$ cat src/rtl/accel_mode_pkg.sv
// constants, field layout and types shared by the operating-mode controller
package accel_mode_pkg;
   // clock and time base
   localparam int unsigned CLK_HZ = 50_000_000; // system clock rate
   localparam int unsigned MS_PER_S = 1000; // milliseconds per second
   localparam int unsigned CYC_PER_MS = CLK_HZ / MS_PER_S; // cycles in one millisecond
   // filter settling periods in ms
   localparam int unsigned SETTLE_SHORT_MS = 16; // filters bypassed
   localparam int unsigned SETTLE_LONG_MS = 370; // default, filters in use
   // sleep intervals in ms, indexed by the sleep interval field
   localparam int unsigned SLEEP_MS [8] = '{52, 104, 208, 512, 2048, 4096, 8192, 24576};
   // apb register byte offsets
   localparam int unsigned ADDR_W = 8; // decoded address width
   localparam logic [7:0] OFF_POWER = 8'h00; // power mode register
   localparam logic [7:0] OFF_TIMING = 8'h04; // sleep interval register
   localparam logic [7:0] OFF_STATE = 8'h08; // controller state, read only
   localparam logic [7:0] OFF_INT_STATUS = 8'h0c; // sticky events, write one to clear
   localparam logic [7:0] OFF_INT_MASK = 8'h10; // interrupt enables
   // power mode register layout
   localparam int unsigned POW_W = 8; // implemented width
   localparam int unsigned POW_MODE_LSB = 0; // mode field
   localparam int unsigned POW_MODE_W = 2; // mode field width
   localparam int unsigned POW_SETTLE_BIT = 2; // settle time select, 1 = short
   localparam int unsigned POW_HIRANGE_BIT = 3; // raise impact threshold
   localparam int unsigned POW_ACTION_LSB = 4; // wake-up motion action
   localparam int unsigned POW_ACTION_W = 2; // action field width
   localparam int unsigned POW_EXTCLK_BIT = 6; // first pin takes external clock
   localparam int unsigned POW_SYNC_BIT = 7; // second pin takes sync trigger
   localparam logic [7:0] POW_RST = 8'h00; // standby, long settle, low threshold
   // timing register layout
   localparam int unsigned SLEEP_W = 3; // sleep interval field width
   localparam logic [2:0] SLEEP_RST = 3'h0; // shortest interval
   // state register layout
   localparam int unsigned ST_CODE_W = 3; // state code width
   localparam int unsigned ST_ALERT_BIT = 3; // host alert level
   localparam int unsigned ST_DSWAKE_BIT = 4; // downstream wake level
   localparam int unsigned ST_SENSOR_BIT = 5; // front end powered
   // interrupt status layout
   localparam int unsigned INT_W = 3; // number of event bits
   localparam int unsigned INT_DATA_BIT = 0; // new sample produced
   localparam int unsigned INT_IMPACT_BIT = 1; // impact woke instant-on
   localparam int unsigned INT_SETTLED_BIT = 2; // settling finished
   localparam logic [2:0] INT_RST = 3'h0; // nothing pending
   // operating modes as written by software
   typedef enum logic [1:0] {
      MODE_STANDBY = 2'h0,
      MODE_INSTANT = 2'h1,
      MODE_WAKE = 2'h2,
      MODE_MEASURE = 2'h3
   } mode_t;
   // wake-up motion responses
   typedef enum logic [1:0] {
      ACT_MEASURE = 2'h0,
      ACT_HOST = 2'h1,
      ACT_DOWNSTREAM = 2'h2
   } action_t;
   // controller states, gray along standby-settle-measure-instant-wake
   typedef enum logic [2:0] {
      ST_STANDBY = 3'h0,
      ST_SETTLE = 3'h1,
      ST_MEASURE = 3'h3,
      ST_INSTANT = 3'h2,
      ST_WAKE_SLEEP = 3'h6,
      ST_WAKE_SETTLE = 3'h7
   } state_t;
endpackage

$ cat src/rtl/pin_sync3.sv
// three-stage pin synchroniser with agreement filter and rising-edge pulse
`timescale 1ns/100ps
module pin_sync3 (
   input wire logic clk_i, // system clock
   input wire logic rst_i, // async reset, active high
   input wire logic pin_i, // raw asynchronous pin
   output logic level_o, // filtered level
   output logic rise_o // one-cycle pulse on accepted rise
);
   logic meta; // first stage, read only by the second
   logic s2; // second stage
   logic s3; // third stage

   // shift chain; the first flop feeds nothing but s2
   always_ff @(posedge clk_i or posedge rst_i)
   begin
      if (rst_i)
      begin
         meta <= 1'b0;
         s2 <= 1'b0;
         s3 <= 1'b0;
      end
      else
      begin
         meta <= pin_i;
         s2 <= meta;
         s3 <= s2;
      end
   end

   // a change counts only once stages two and three agree
   always_ff @(posedge clk_i or posedge rst_i)
   begin
      if (rst_i)
      begin
         level_o <= 1'b0;
         rise_o <= 1'b0;
      end
      else
      begin
         rise_o <= (s2 == s3) && s2 && !level_o;
         if (s2 == s3)
         begin
            level_o <= s2;
         end
      end
   end
endmodule

$ cat src/rtl/accel_mode_ctrl.sv
// operating-mode controller: standby, measurement, instant-on and wake-up sequencing
`timescale 1ns/100ps
module accel_mode_ctrl #(
   parameter int unsigned DATA_W = 12, // sample width
   parameter int unsigned CYCLES_PER_MS = accel_mode_pkg::CYC_PER_MS // shrink in simulation
) (
   input wire logic clk_i, // system clock, 50 mhz
   input wire logic rst_i, // async reset, active high
   input wire logic psel_i, // apb select
   input wire logic penable_i, // apb access phase
   input wire logic pwrite_i, // apb direction, 1 = write
   input wire logic [accel_mode_pkg::ADDR_W-1:0] paddr_i, // apb byte address
   input wire logic [31:0] pwdata_i, // apb write data
   output logic [31:0] prdata_o, // apb read data
   output logic pready_o, // apb ready, always one
   output logic pslverr_o, // apb error on unmapped address
   input wire logic impact_lo_i, // comparator over low impact level
   input wire logic impact_hi_i, // comparator over high impact level
   input wire logic motion_i, // low-g activity detected
   input wire logic sample_tick_i, // internal conversion strobe
   input wire logic [DATA_W-1:0] sample_i, // converted sample
   output logic [DATA_W-1:0] data_o, // output data register
   output logic fifo_wr_o, // one-cycle fifo write strobe
   output logic sensor_on_o, // front end powered
   output logic host_alert_o, // motion alert level to host
   output logic downstream_wake_o, // wake level for downstream circuits
   output logic irq_o, // level interrupt
   input wire logic first_interrupt_pin_i, // first pin, input side
   output logic first_interrupt_pin_o, // first pin, output value
   output logic first_interrupt_pin_oe_n_o, // first pin, drive when low
   input wire logic second_interrupt_pin_i, // second pin, input side
   output logic second_interrupt_pin_o, // second pin, output value
   output logic second_interrupt_pin_oe_n_o, // second pin, drive when low
   input wire logic i2c_sel_i, // serial port uses i2c protocol
   input wire logic mosi_sda_i, // shared data-in pin
   input wire logic cs_scl_i, // shared select/clock pin
   output logic spi_mosi_o, // spi data to serial engine
   output logic spi_cs_n_o, // spi select to serial engine
   output logic i2c_sda_o, // i2c data to serial engine
   output logic i2c_scl_o // i2c clock to serial engine
);
   accel_mode_pkg::state_t state; // current controller state
   accel_mode_pkg::state_t next_state; // state for the next edge
   logic [accel_mode_pkg::POW_W-1:0] power_mode_register; // mode and options
   logic [accel_mode_pkg::SLEEP_W-1:0] sleep_interval_field; // sleep select
   logic [accel_mode_pkg::INT_W-1:0] int_status; // sticky events
   logic [accel_mode_pkg::INT_W-1:0] int_mask; // event enables
   logic [accel_mode_pkg::INT_W-1:0] events; // this cycle's events
   logic [31:0] timer; // settle and sleep down-counter
   logic [31:0] timer_load; // value loaded on state entry
   logic timer_done; // counter reached zero
   logic apb_acc; // access phase of any transfer
   logic wr_en; // completed write
   logic mapped; // address hits a register
   logic mode_wr; // write to the power mode register
   accel_mode_pkg::mode_t wr_mode; // mode being written
   logic settle_time_select; // 1 = short settling
   logic settle_pick; // settle choice in force for a timer load
   logic hi_range; // high impact threshold
   accel_mode_pkg::action_t wake_action; // motion response
   logic ext_clk_en; // first pin is a clock input
   logic sync_en; // second pin is a trigger input
   logic impact_hit; // impact over chosen threshold
   logic tick; // sample moment
   logic clk_pin_rise; // external clock edge
   logic sync_pin_rise; // sync trigger edge
   logic irq_allowed; // state permits interrupts

   // sleep interval in cycles
   function automatic logic [31:0] sleep_cycles(input logic [2:0] sel);
      sleep_cycles = 32'(accel_mode_pkg::SLEEP_MS[sel] * CYCLES_PER_MS);
   endfunction

   // settling period in cycles, short or long
   function automatic logic [31:0] settle_cycles(input logic short_sel);
      settle_cycles = short_sel ? 32'(accel_mode_pkg::SETTLE_SHORT_MS * CYCLES_PER_MS)
                                : 32'(accel_mode_pkg::SETTLE_LONG_MS * CYCLES_PER_MS);
   endfunction

   // state entered on a mode write
   function automatic accel_mode_pkg::state_t mode_target(input accel_mode_pkg::mode_t m);
      unique case (m)
         accel_mode_pkg::MODE_STANDBY: mode_target = accel_mode_pkg::ST_STANDBY;
         accel_mode_pkg::MODE_INSTANT: mode_target = accel_mode_pkg::ST_INSTANT;
         accel_mode_pkg::MODE_WAKE: mode_target = accel_mode_pkg::ST_WAKE_SLEEP;
         accel_mode_pkg::MODE_MEASURE: mode_target = accel_mode_pkg::ST_SETTLE;
      endcase
   endfunction

   // option fields of the power mode register
   assign settle_time_select = power_mode_register[accel_mode_pkg::POW_SETTLE_BIT];
   assign hi_range = power_mode_register[accel_mode_pkg::POW_HIRANGE_BIT];
   assign wake_action = accel_mode_pkg::action_t'(
      power_mode_register[accel_mode_pkg::POW_ACTION_LSB +: accel_mode_pkg::POW_ACTION_W]);
   assign ext_clk_en = power_mode_register[accel_mode_pkg::POW_EXTCLK_BIT];
   assign sync_en = power_mode_register[accel_mode_pkg::POW_SYNC_BIT];
   // a mode write loads the timer with the settle choice written alongside it,
   // since the register itself only takes that value at the same edge
   assign settle_pick = mode_wr ? pwdata_i[accel_mode_pkg::POW_SETTLE_BIT] : settle_time_select;

   // apb decode; zero wait states keeps the bus simple
   assign apb_acc = psel_i && penable_i;
   assign wr_en = apb_acc && pwrite_i;
   assign mapped = (paddr_i == accel_mode_pkg::OFF_POWER) ||
                   (paddr_i == accel_mode_pkg::OFF_TIMING) ||
                   (paddr_i == accel_mode_pkg::OFF_STATE) ||
                   (paddr_i == accel_mode_pkg::OFF_INT_STATUS) ||
                   (paddr_i == accel_mode_pkg::OFF_INT_MASK);
   assign pready_o = 1'b1;
   assign pslverr_o = apb_acc && !mapped;
   // mode change taken at write completion
   assign mode_wr = wr_en && (paddr_i == accel_mode_pkg::OFF_POWER);
   assign wr_mode = accel_mode_pkg::mode_t'(
      pwdata_i[accel_mode_pkg::POW_MODE_LSB +: accel_mode_pkg::POW_MODE_W]);

   // read mux; unused upper bits read zero
   always_comb
   begin
      prdata_o = 32'h0;
      if (apb_acc && !pwrite_i)
      begin
         unique case (paddr_i)
            accel_mode_pkg::OFF_POWER: prdata_o = 32'(power_mode_register);
            accel_mode_pkg::OFF_TIMING: prdata_o = 32'(sleep_interval_field);
            accel_mode_pkg::OFF_STATE:
            begin
               prdata_o[accel_mode_pkg::ST_CODE_W-1:0] = state;
               prdata_o[accel_mode_pkg::ST_ALERT_BIT] = host_alert_o;
               prdata_o[accel_mode_pkg::ST_DSWAKE_BIT] = downstream_wake_o;
               prdata_o[accel_mode_pkg::ST_SENSOR_BIT] = sensor_on_o;
            end
            accel_mode_pkg::OFF_INT_STATUS: prdata_o = 32'(int_status);
            accel_mode_pkg::OFF_INT_MASK: prdata_o = 32'(int_mask);
            default: prdata_o = 32'h0;
         endcase
      end
   end

   // configuration stays writable in every state
   always_ff @(posedge clk_i or posedge rst_i)
   begin
      if (rst_i)
      begin
         power_mode_register <= accel_mode_pkg::POW_RST;
         sleep_interval_field <= accel_mode_pkg::SLEEP_RST;
         int_mask <= accel_mode_pkg::INT_RST;
      end
      else if (wr_en)
      begin
         if (paddr_i == accel_mode_pkg::OFF_POWER)
         begin
            power_mode_register <= pwdata_i[accel_mode_pkg::POW_W-1:0];
         end
         if (paddr_i == accel_mode_pkg::OFF_TIMING)
         begin
            sleep_interval_field <= pwdata_i[accel_mode_pkg::SLEEP_W-1:0];
         end
         if (paddr_i == accel_mode_pkg::OFF_INT_MASK)
         begin
            int_mask <= pwdata_i[accel_mode_pkg::INT_W-1:0];
         end
      end
   end

   // pin inputs cross in through the three-flop filter
   pin_sync3 u_clk_pin (
      .clk_i(clk_i),
      .rst_i(rst_i),
      .pin_i(first_interrupt_pin_i),
      .level_o(),
      .rise_o(clk_pin_rise)
   );

   pin_sync3 u_sync_pin (
      .clk_i(clk_i),
      .rst_i(rst_i),
      .pin_i(second_interrupt_pin_i),
      .level_o(),
      .rise_o(sync_pin_rise)
   );

   // external clock replaces internal sample strobe
   // sync trigger edge takes over sampling when enabled, ahead of the external clock
   assign tick = sync_en ? sync_pin_rise : (ext_clk_en ? clk_pin_rise : sample_tick_i);

   assign impact_hit = hi_range ? impact_hi_i : impact_lo_i;

   assign timer_done = (timer == 32'h0);

   always_comb
   begin
      next_state = state;
      if (mode_wr)
      begin
         next_state = mode_target(wr_mode);
      end
      else
      begin
         unique case (state)
            accel_mode_pkg::ST_STANDBY: next_state = state; // waits for host
            accel_mode_pkg::ST_SETTLE:
               if (timer_done) next_state = accel_mode_pkg::ST_MEASURE;
            accel_mode_pkg::ST_MEASURE: next_state = state;
            accel_mode_pkg::ST_INSTANT:
               if (impact_hit) next_state = accel_mode_pkg::ST_MEASURE;
            accel_mode_pkg::ST_WAKE_SLEEP:
               if (timer_done) next_state = accel_mode_pkg::ST_WAKE_SETTLE;
            accel_mode_pkg::ST_WAKE_SETTLE:
               // motion may switch to full measurement
               if (motion_i && wake_action == accel_mode_pkg::ACT_MEASURE)
                  next_state = accel_mode_pkg::ST_MEASURE;
               else if (timer_done)
                  next_state = accel_mode_pkg::ST_WAKE_SLEEP;
            default: next_state = accel_mode_pkg::ST_STANDBY; // illegal codes recover
         endcase
      end
   end

   always_ff @(posedge clk_i or posedge rst_i)
   begin
      if (rst_i)
         state <= accel_mode_pkg::ST_STANDBY;
      else
         state <= next_state;
   end

   always_comb
   begin
      timer_load = 32'h0;
      if (next_state == accel_mode_pkg::ST_WAKE_SLEEP)
         timer_load = sleep_cycles(sleep_interval_field);
      else if (next_state == accel_mode_pkg::ST_SETTLE ||
               next_state == accel_mode_pkg::ST_WAKE_SETTLE)
         timer_load = settle_cycles(settle_pick);
   end

   // timer reloads on every state entry, so a mode rewrite restarts it
   always_ff @(posedge clk_i or posedge rst_i)
   begin
      if (rst_i)
         timer <= 32'h0;
      else if (next_state != state || mode_wr)
         timer <= timer_load;
      else if (!timer_done)
         timer <= timer - 32'h1;
   end

   // front end powered except in standby and wake-up sleep
   assign sensor_on_o = (state != accel_mode_pkg::ST_STANDBY) &&
                        (state != accel_mode_pkg::ST_WAKE_SLEEP);

   // data path: full rate in measurement, one sample per wake period
   always_ff @(posedge clk_i or posedge rst_i)
   begin
      if (rst_i)
      begin
         data_o <= '0;
         fifo_wr_o <= 1'b0;
      end
      else
      begin
         fifo_wr_o <= (state == accel_mode_pkg::ST_MEASURE) && tick;
         if (state == accel_mode_pkg::ST_MEASURE && tick)
            data_o <= sample_i;
         // wake-up refresh at end of settling
         else if (state == accel_mode_pkg::ST_WAKE_SETTLE && timer_done)
            data_o <= sample_i;
      end
   end

   // wake-up motion responses, held until the next mode write
   always_ff @(posedge clk_i or posedge rst_i)
   begin
      if (rst_i)
      begin
         host_alert_o <= 1'b0;
         downstream_wake_o <= 1'b0;
      end
      else if (mode_wr)
      begin
         host_alert_o <= 1'b0;
         downstream_wake_o <= 1'b0;
      end
      else if (state == accel_mode_pkg::ST_WAKE_SETTLE && motion_i)
      begin
         if (wake_action == accel_mode_pkg::ACT_HOST)
            host_alert_o <= 1'b1;
         if (wake_action == accel_mode_pkg::ACT_DOWNSTREAM)
            downstream_wake_o <= 1'b1;
      end
   end

   // no interrupt sources in wake-up or standby
   assign irq_allowed = (state == accel_mode_pkg::ST_SETTLE) ||
                        (state == accel_mode_pkg::ST_MEASURE) ||
                        (state == accel_mode_pkg::ST_INSTANT);

   // event vector, each guarded against a coinciding mode write
   always_comb
   begin
      events = '0;
      events[accel_mode_pkg::INT_DATA_BIT] = (state == accel_mode_pkg::ST_MEASURE) && tick;
      events[accel_mode_pkg::INT_IMPACT_BIT] = (state == accel_mode_pkg::ST_INSTANT) &&
                                               impact_hit;
      events[accel_mode_pkg::INT_SETTLED_BIT] = (state == accel_mode_pkg::ST_SETTLE) &&
                                                timer_done;
      if (mode_wr || !irq_allowed)
         events = '0;
   end

   // sticky status; a set beats a same-cycle write-one clear
   always_ff @(posedge clk_i or posedge rst_i)
   begin
      if (rst_i)
         int_status <= accel_mode_pkg::INT_RST;
      else if (next_state == accel_mode_pkg::ST_STANDBY)
         int_status <= accel_mode_pkg::INT_RST;
      else if (wr_en && paddr_i == accel_mode_pkg::OFF_INT_STATUS)
         int_status <= (int_status & ~pwdata_i[accel_mode_pkg::INT_W-1:0]) | events;
      else
         int_status <= int_status | events;
   end

   // interrupt line gated outside active states
   assign irq_o = irq_allowed && |(int_status & int_mask);

   // first pin released when used as clock input
   assign first_interrupt_pin_o = irq_o;
   assign first_interrupt_pin_oe_n_o = ext_clk_en;
   // second pin released when used as sync input
   assign second_interrupt_pin_o = irq_o;
   assign second_interrupt_pin_oe_n_o = sync_en;

   // shared serial pins routed by protocol, idle side parked
   assign spi_mosi_o = i2c_sel_i ? 1'b0 : mosi_sda_i;
   assign spi_cs_n_o = i2c_sel_i ? 1'b1 : cs_scl_i;
   assign i2c_sda_o = i2c_sel_i ? mosi_sda_i : 1'b1;
   assign i2c_scl_o = i2c_sel_i ? cs_scl_i : 1'b1;

   // checks on the sequencing
   standby_quiet_a: assert property (
      @(posedge clk_i) disable iff (rst_i)
      (state == accel_mode_pkg::ST_STANDBY) |-> (!irq_o && int_status == '0))
      else $error("interrupt pending in standby");

   wake_no_fifo_a: assert property (
      @(posedge clk_i) disable iff (rst_i)
      (state == accel_mode_pkg::ST_WAKE_SLEEP || state == accel_mode_pkg::ST_WAKE_SETTLE)
      |-> !irq_o ##1 !fifo_wr_o)
      else $error("fifo write or interrupt in wake-up");

   reset_standby_a: assert property (
      @(posedge clk_i) disable iff (rst_i)
      $past(rst_i) |-> (state == accel_mode_pkg::ST_STANDBY && !sensor_on_o))
      else $error("not in standby after reset");

   impact_wake_a: assert property (
      @(posedge clk_i) disable iff (rst_i)
      (state == accel_mode_pkg::ST_INSTANT && impact_hit && !mode_wr)
      |=> (state == accel_mode_pkg::ST_MEASURE && int_status[accel_mode_pkg::INT_IMPACT_BIT]))
      else $error("impact did not start measurement");

   settle_hold_a: assert property (
      @(posedge clk_i) disable iff (rst_i)
      (state == accel_mode_pkg::ST_SETTLE) |=> (!fifo_wr_o && $stable(data_o)))
      else $error("sample released during settling");

   mode_apply_a: assert property (
      @(posedge clk_i) disable iff (rst_i)
      (mode_wr && wr_mode == accel_mode_pkg::MODE_STANDBY) |=>
      (state == accel_mode_pkg::ST_STANDBY))
      else $error("standby write not applied");

   instant_freeze_a: assert property (
      @(posedge clk_i) disable iff (rst_i)
      (state == accel_mode_pkg::ST_INSTANT && $past(state) == accel_mode_pkg::ST_INSTANT)
      |-> $stable(data_o))
      else $error("data changed in instant-on");

   measure_data_a: assert property (
      @(posedge clk_i) disable iff (rst_i)
      (state == accel_mode_pkg::ST_MEASURE && tick) |=> (fifo_wr_o && data_o == $past(sample_i)))
      else $error("measurement sample lost");
endmodule

$ cat config.mk
export PLATFORM = sky130hd
export DESIGN_NAME = accel_mode_ctrl
export DESIGN_NICKNAME = d
export VERILOG_FILES = /design/src/rtl/accel_mode_pkg.sv /design/src/rtl/pin_sync3.sv /design/src/rtl/accel_mode_ctrl.sv
export SDC_FILE = /design/constraint.sdc
export NUM_CORES = 1
export LEC_CHECK = 0
export BUFFER_PORTS_ARGS = -buffer_cell sky130_fd_sc_hd__buf_2
export CORE_MARGIN = 3
export CORE_UTILIZATION = 30
export CTS_CLUSTER_DIAMETER = 50
export DETAILED_ROUTE_END_ITERATION = 12
export GPL_ROUTABILITY_DRIVEN = 0
export PLACE_DENSITY = 0.6
export REMOVE_ABC_BUFFERS = 1
export SYNTH_ARGS = -nofsm -noshare
export SYNTH_HDL_FRONTEND = slang
export SYNTH_SLANG_ARGS = --single-unit
$ cat constraint.sdc
create_clock -name clk_i -period 11 [get_ports clk_i]
set_clock_uncertainty 0.1 [all_clocks]
set_input_delay 1.65 -clock clk_i [delete_from_list [all_inputs] [get_ports clk_i]]
set_output_delay 1.65 -clock clk_i [all_outputs]
set_load 0.005 [all_outputs]
==> reports/metrics.csv, run 1 <==
stage;metric;value;unit
hold_path;hp-start;u_clk_pin.meta;
finish;fillers;2221;
sta;finalWorstPathRequiredPeriod;5.66;ns
floorplanning;die_area;23300;µm²
finish;final_common_cell;dfrtp_1;
logic_synthesis;synth_top_flop_cell;dfrtp_1;
detailed_routing;wire_per_inst;14.4;µm
sta;tightestPinTransition;1.02;ns
setup_path;worstPathRequired;9.25;ns
global_routing;overflow;0;
floorplanning;rows;53;
detailed_routing;ant_nets;0;
clock_tree;cts_root_buffer;clkbuf_16;
floorplanning;die_w;153;µm
global_routing;grt_usage;13.2;%
clock_tree;post_cts_resized;0;
logic_synthesis;synth_cell_types;64;
setup_path;crit_arrival;3.91;ns
finish;final_cell_mix;77 x dfrtp_1, 75 x buf_2, 68 x inv_1;
finish;drive_gt1_share;18.2;%
clock_tree;cts_hold_buf;0;
pwr;vdd_drop_max;91.6;µV
pwr;finalPower;0.000995;W
detailed_routing;postRouteWirelength;15.2;mm
setup_path;critPathKind;input pin to primary output;
logic_synthesis;synth-edff-count;0;
global_routing;antenna_found_initial;0;
clock_tree;cts_tree;yes;
setup_path;path_cells;buf_2 -> or4_4 -> or2_2 -> nor3b_1 -> nor2b_1 -> a22oi_1 -> nor2_1 -> buf_2;
hold_path;hp-class;register to register;
floorplanning;initial_core_util;30.6;%
sta;finalMaxSlewViolations;0;
setup_path;path_common_cell;buf_2;
place;numPortBuffers;75;
clock_tree;post_cts_buffers;0;
job;timing.max_cap.violations;0;
setup_path;cpMaxStageDelayCell;nor3b_1;
logic_synthesis;ys_ff_latch;77;
sta;setup_violations;0;
sta;relSlewSlack;31.8;%
clock_tree;insertion_delay;0.35;ns
floorplanning;io_pins;125;
clock_tree;clock-sinks;77;
detailed_routing;avgViaCountPerCell;4.86;
logic_synthesis;seq_area_frac_synth;29.9;%
clock_tree;clkTransAtPathRegs;0.06;ns
global_routing;grt_start_max_net_pins;78;
sta;fin_setup_tns;0;ns
place;post-dp-hpwl;11.7;mm
floorplanning;die_height;153;µm
global_routing;grt_pass1_wl;25.4;mm
global_routing;grt_pass1_vias;5071;
pwr;power_density;136;nW/µm²
setup_path;r2r-start;sleep_interval_field[0];
detailed_routing;drcViolationCount;0;
floorplanning;core;21100;µm²
logic_synthesis;synthCells;710;
sta;rsz0062_at_grt;no;
clock_tree;cts_made_buffers;9;
detailed_routing;dr.pass1.iters;4;
setup_path;critPathBufInv;2;
finish;insertedDiodeCount;0;
detailed_routing;vias;5141;
sta;fin_crit_sh;51.5;%
setup_path;cp_max_fo;7;
setup_path;worstSetupEndpointType;primary output;
setup_path;critPathLaunch;paddr_i[1];
setup_path;start_kind;input pin;
finish;syn2layout_area_growth;13.6;%
detailed_routing;first_iter_violations;321;
logic_synthesis;avgSynthCellArea;9.08;µm²
setup_path;cp_top_family;simple AND/OR/NAND/NOR gates;
setup_path;cpPeakStageDelay;0.64;ns
logic_synthesis;syn_area;6450;µm²
pwr;leakage;3.64;nW
finish;nets;928;
sta;fmax;0.177;GHz
clock_tree;cts_buffer_depth;2;
status;outcome;finished, final reports clean;
clock_tree;cts_max_level;3;
logic_synthesis;yosys_warnings;0;
sta;finalHoldViolations;0;
logic_synthesis;ys_async_sr_fraction;100;%
## per-stage QoR
step / instance area [µm²] / util, % / worst slack [ns] / instances / hold slack [ns]
floorplan: 6240 / - / 5.66 / 684 / 0.231
global placement: 7030 / 33.3 / 5.33 / 1041 / 0.233
detailed placement: 7030 / 33.3 / 5.35 / 1041 / 0.236
CTS: 7330 / 34.7 / 5.34 / 1057 / 0.250
global route: 7330 / 34.7 / 5.07 / 1057 / 0.253
finish: 7330 / 34.7 / 5.34 / 1057 / 0.248
## report_power, final
group	internal (W)	switching (W)
Sequential	0.000330	0.0000452
Clock	0.000178	0.000124
Combinational	0.000134	0.000184
## sequential cells by signal (all words and copies together) (netlist names), 3 cells and up
signal                count
state                     3
timer                    32
sleep_interval_field      3
int_mask                  3
power_mode_register       8
data_o                   12
int_status                3
## cell type report
| type | instances | area [µm²] | area share [%] |
|---|---|---|---|
| Multi-Input combinational cell | 538 | 4070 | 55.5 |
| Sequential cell | 77 | 1930 | 26.3 |
| Timing Repair Buffer | 82 | 428 | 5.84 |
| Tap cell | 275 | 344 | 4.70 |
| Inverter | 69 | 260 | 3.55 |
| Clock buffer | 10 | 229 | 3.13 |
| Clock inverter | 6 | 72.6 | 0.990 |
## Yosys cell counts, types with 7 or more instances
cell | number | area share (%)
nand2_1 | 66 | 3.8
a31oi_1 | 11 | 1.1
buf_4 | 27 | 3.1
inv_1 | 69 | 4.0
o211ai_1 | 21 | 2.4
o21ai_0 | 14 | 1.1
or4_1 | 7 | 0.81
nor3_1 | 16 | 1.2
nor2b_1 | 11 | 1.1
ha_1 | 65 | 13
xor2_1 | 23 | 3.1
o31ai_1 | 7 | 0.81
dfrtp_1 | 77 | 30
nor4_1 | 8 | 0.78
and3_1 | 10 | 0.97
nor2_1 | 49 | 2.9
mux2_2 | 25 | 4.4
nand2b_1 | 8 | 0.78
xnor2_1 | 21 | 2.9
nand3_1 | 12 | 0.93
a21oi_1 | 31 | 2.4
a22oi_1 | 7 | 0.81
or3_1 | 9 | 0.87
clkbuf_1 | 18 | 1.0
fa_1 | 20 | 6.2
## routing by layer
layer	up-vias	global-route usage (%)	wire length, µm
met1	2463	17.8	7100
met3	22	1.33	467
met5	-	0	0
met2	99	21.9	7290
li1	2557	-	-
met4	0	5.26	376
## worst paths after layout
| kind | end | slack, ns | cells after the start |
|---|---|---|---|
| max in group asynchronous | timer[11] | 8.65 | 3 |
| hold reg to reg | u_clk_pin.s2 | 0.25 | 0 |
| setup reg to reg | timer[25] | 5.42 | 19 |
| min in group asynchronous | data_o[6] | 1.51 | 3 |
| hold / removal | u_clk_pin.s2 | 0.25 | 0 |
| setup / recovery | prdata_o[5] | 5.34 | 8 |
## cell families (layout without fill, tap and decap cells)
family          count (synthesis)  after routing  share of synthesized area, %
other cells                     2             27                         0.116
xor+xnor                       44             44                          5.97
fa+ha+maj                      85             85                          18.8
compound gates                127            127                          13.3
flops                          77             77                          29.9
mux                            29             29                          5.06
buf+inv                       120            167                          8.69
simple gates                  226            226                          18.2
Note: power is estimated with default switching activity, not from simulation.
==> inputs of run 2 (changes only) <==
--- a/config.mk
+++ b/config.mk
@@ -11,7 +11,7 @@
 export CTS_CLUSTER_DIAMETER = 50
 export DETAILED_ROUTE_END_ITERATION = 12
 export GPL_ROUTABILITY_DRIVEN = 0
-export PLACE_DENSITY = 0.6
+export PLACE_DENSITY = 0.61
 export REMOVE_ABC_BUFFERS = 1
 export SYNTH_ARGS = -nofsm -noshare
 export SYNTH_HDL_FRONTEND = slang
==> constraint.sdc (replaced) <==
create_clock -name clk_i -period 4.9 [get_ports clk_i]
set_clock_uncertainty 0.1 [all_clocks]
set_input_delay 0.735 -clock clk_i [delete_from_list [all_inputs] [get_ports clk_i]]
set_output_delay 0.735 -clock clk_i [all_outputs]
set_load 0.005 [all_outputs]
==> reports/metrics.csv, run 2 (synthesized netlist as in run 1, its figures left out) <==
stage;metric;value;unit;change
detailed_routing;wire_per_inst;14.3;µm;-0.50%
global_routing;overflow;0;;unchanged
hold_path;hp-class;register to register;;
floorplanning;initial_core_util;30.6;%;unchanged
finish;syn2layout_area_growth;16.4;%;
sta;finalHoldViolations;0;;unchanged
sta;finalWorstPathRequiredPeriod;4.68;ns;
clock_tree;cts_made_buffers;9;;unchanged
pwr;vdd_drop_max;153;µV;+68%
pwr;power_density;301;nW/µm²;+120%
finish;nets;945;;+1.8%
clock_tree;cts_root_buffer;clkbuf_16;;
sta;rsz0062_at_grt;no;;
global_routing;grt_pass1_vias;5040;;-0.61%
place;post-dp-hpwl;11.9;mm;+2.0%
sta;setup_violations;0;;unchanged
hold_path;holdPathStages;0;;unchanged
finish;fin_util;35.6;%;+0.87 points
place;numPortBuffers;75;;unchanged
clock_tree;clkTransAtPathRegs;0.06;ns;about the same
global_routing;grt_pass1_wl;25.5;mm;+0.19%
setup_path;critPathKind;register to register;;
finish;largest_reg_flops;32;;unchanged
detailed_routing;first_iter_violations;308;;-4.0%
detailed_routing;postRouteWirelength;15.4;mm;+1.1%
floorplanning;rows;53;;unchanged
finish;drive_gt1_share;21.2;%;+3.0 points
finish;reg_top3;timer (32), data_o (12), power_mode_register (8);;
sta;hold_slack;0.253;ns;+0.00484 ns
finish;top_register;timer;;
status;outcome;finished, final reports clean;;
floorplanning;die_w;153;µm;unchanged
setup_path;rr_worst_depth;19;;unchanged
floorplanning;die_area;23300;µm²;unchanged
detailed_routing;dr.pass1.iters;5;;+1
clock_tree;clock-sinks;77;;unchanged
sta;relSlewSlack;30.5;%;-1.3 points
sta;finalMaxSlewViolations;0;;unchanged
clock_tree;insertion_delay;0.35;ns;about the same
setup_path;start_kind;register;;
setup_path;crit_arrival;4.77;ns;+0.86 ns
pwr;finalPower;0.00226;W;+130%
global_routing;grt_start_max_net_pins;47;;-40%
detailed_routing;ant_nets;0;;unchanged
sta;fmax;0.214;GHz;
hold_path;hp-start;u_clk_pin.meta;;
clock_tree;cts_hold_buf;0;;unchanged
finish;fillers;2184;;-1.7%
detailed_routing;avgViaCountPerCell;4.83;;-0.70%
job;timing.max_cap.violations;0;;unchanged
setup_path;r2r_end;timer[25];;
sta;fin_setup_tns;0;ns;unchanged
clock_tree;cts_tree;yes;;
detailed_routing;vias;5187;;+0.89%
floorplanning;core;21100;µm²;unchanged
setup_path;worstSetupEndpointType;register;;
global_routing;grt_usage;13.1;%;-0.11 points
setup_path;r2r-start;sleep_interval_field[1];;
finish;final_cell_mix;77 x dfrtp_1, 75 x buf_2, 67 x inv_1;;
global_routing;antenna_found_initial;0;;unchanged
pwr;leakage;3.72;nW;+2.0%
floorplanning;die_height;153;µm;unchanged
sta;fin_crit_sh;95.5;%;
setup_path;r2r_setup_slack;0.22;ns;-5.20 ns
clock_tree;cts_buffer_depth;2;;unchanged
clock_tree;cts_max_level;3;;unchanged
floorplanning;io_pins;125;;unchanged
finish;insertedDiodeCount;0;;unchanged
detailed_routing;drcViolationCount;0;;unchanged
setup_path;worstPathRequired;4.99;ns;-4.26 ns
setup_path;cp_max_fo;4;;-3
sta;tightestPinTransition;1.04;ns;+0.0191 ns
finish;final_common_cell;dfrtp_1;;
hold_path;hold_path_end;u_clk_pin.s2;;
run 2: stage by stage:
step           instances  setup slack, ns  instance area (µm²)
6_report            1074            0.218                 7510
5_1_grt             1074          0.00738                 7510
4_1_cts             1073           0.0412                 7440
3_5_place_dp        1057           0.0863                 7150
3_3_place_gp        1057            0.112                 7150
2_1_floorplan        684          -0.0147                 6240
run 2: cell type report:
cell class	count	area (µm²)	area share, %
Clock inverter	6	70.1	0.933
Inverter	69	260	3.46
Tap cell	275	344	4.58
Timing Repair Buffer	99	559	7.45
Clock buffer	10	229	3.05
Sequential cell	77	1930	25.7
Multi-Input combinational cell	538	4120	54.9
run 2: worst max-delay path: stages, from the launching register on:
cell      delay [ns]
dfrtp_1         0.38
inv_1           0.11
ha_4            0.21
nor2b_4         0.13
ha_1            0.31
ha_1            0.30
inv_1           0.07
fa_1            0.51
inv_1           0.05
fa_1            0.50
inv_1           0.06
fa_1            0.53
inv_1           0.04
ha_1            0.21
a21oi_1         0.17
nor2b_1         0.08
o31ai_2         0.27
o311ai_0        0.17
o31ai_1         0.24
a21oi_1         0.10
run 2: how the worst max path moves through the flow:
stage / from / to / slack, ns / cells past startpoint
floorplan: sleep_interval_field[1] / timer[24] / -0.01 / 20
global placement: sleep_interval_field[1] / timer[24] / 0.11 / 20
detailed placement: sleep_interval_field[0] / timer[24] / 0.09 / 20
CTS: sleep_interval_field[0] / timer[24] / 0.04 / 20
global route: sleep_interval_field[0] / timer[21] / 0.007 / 19
finish: sleep_interval_field[1] / timer[25] / 0.22 / 19
run 2: layer usage:
layer | wire length (µm) | global-route usage, % | up-vias
met5 | 0 | 0 | -
met4 | 300 | 4.79 | 0
met3 | 367 | 1.02 | 18
met2 | 7420 | 21.5 | 80
met1 | 7310 | 18.2 | 2490
li1 | - | - | 2599
run 2: report_power, final:
part	switching, W	internal, W	leakage [nW]
combinational	0.000422	0.000317	2.57
clock	0.000282	0.000398	0.136
sequential	0.000102	0.000740	1.01
total	0.000806	0.00146	3.72
run 2: timing repair:
item,in CTS,in global routing
resized for setup,0,13
endpoints found under the setup margin,0,5
buffers inserted,0,1
endpoints found under the hold margin,0,0
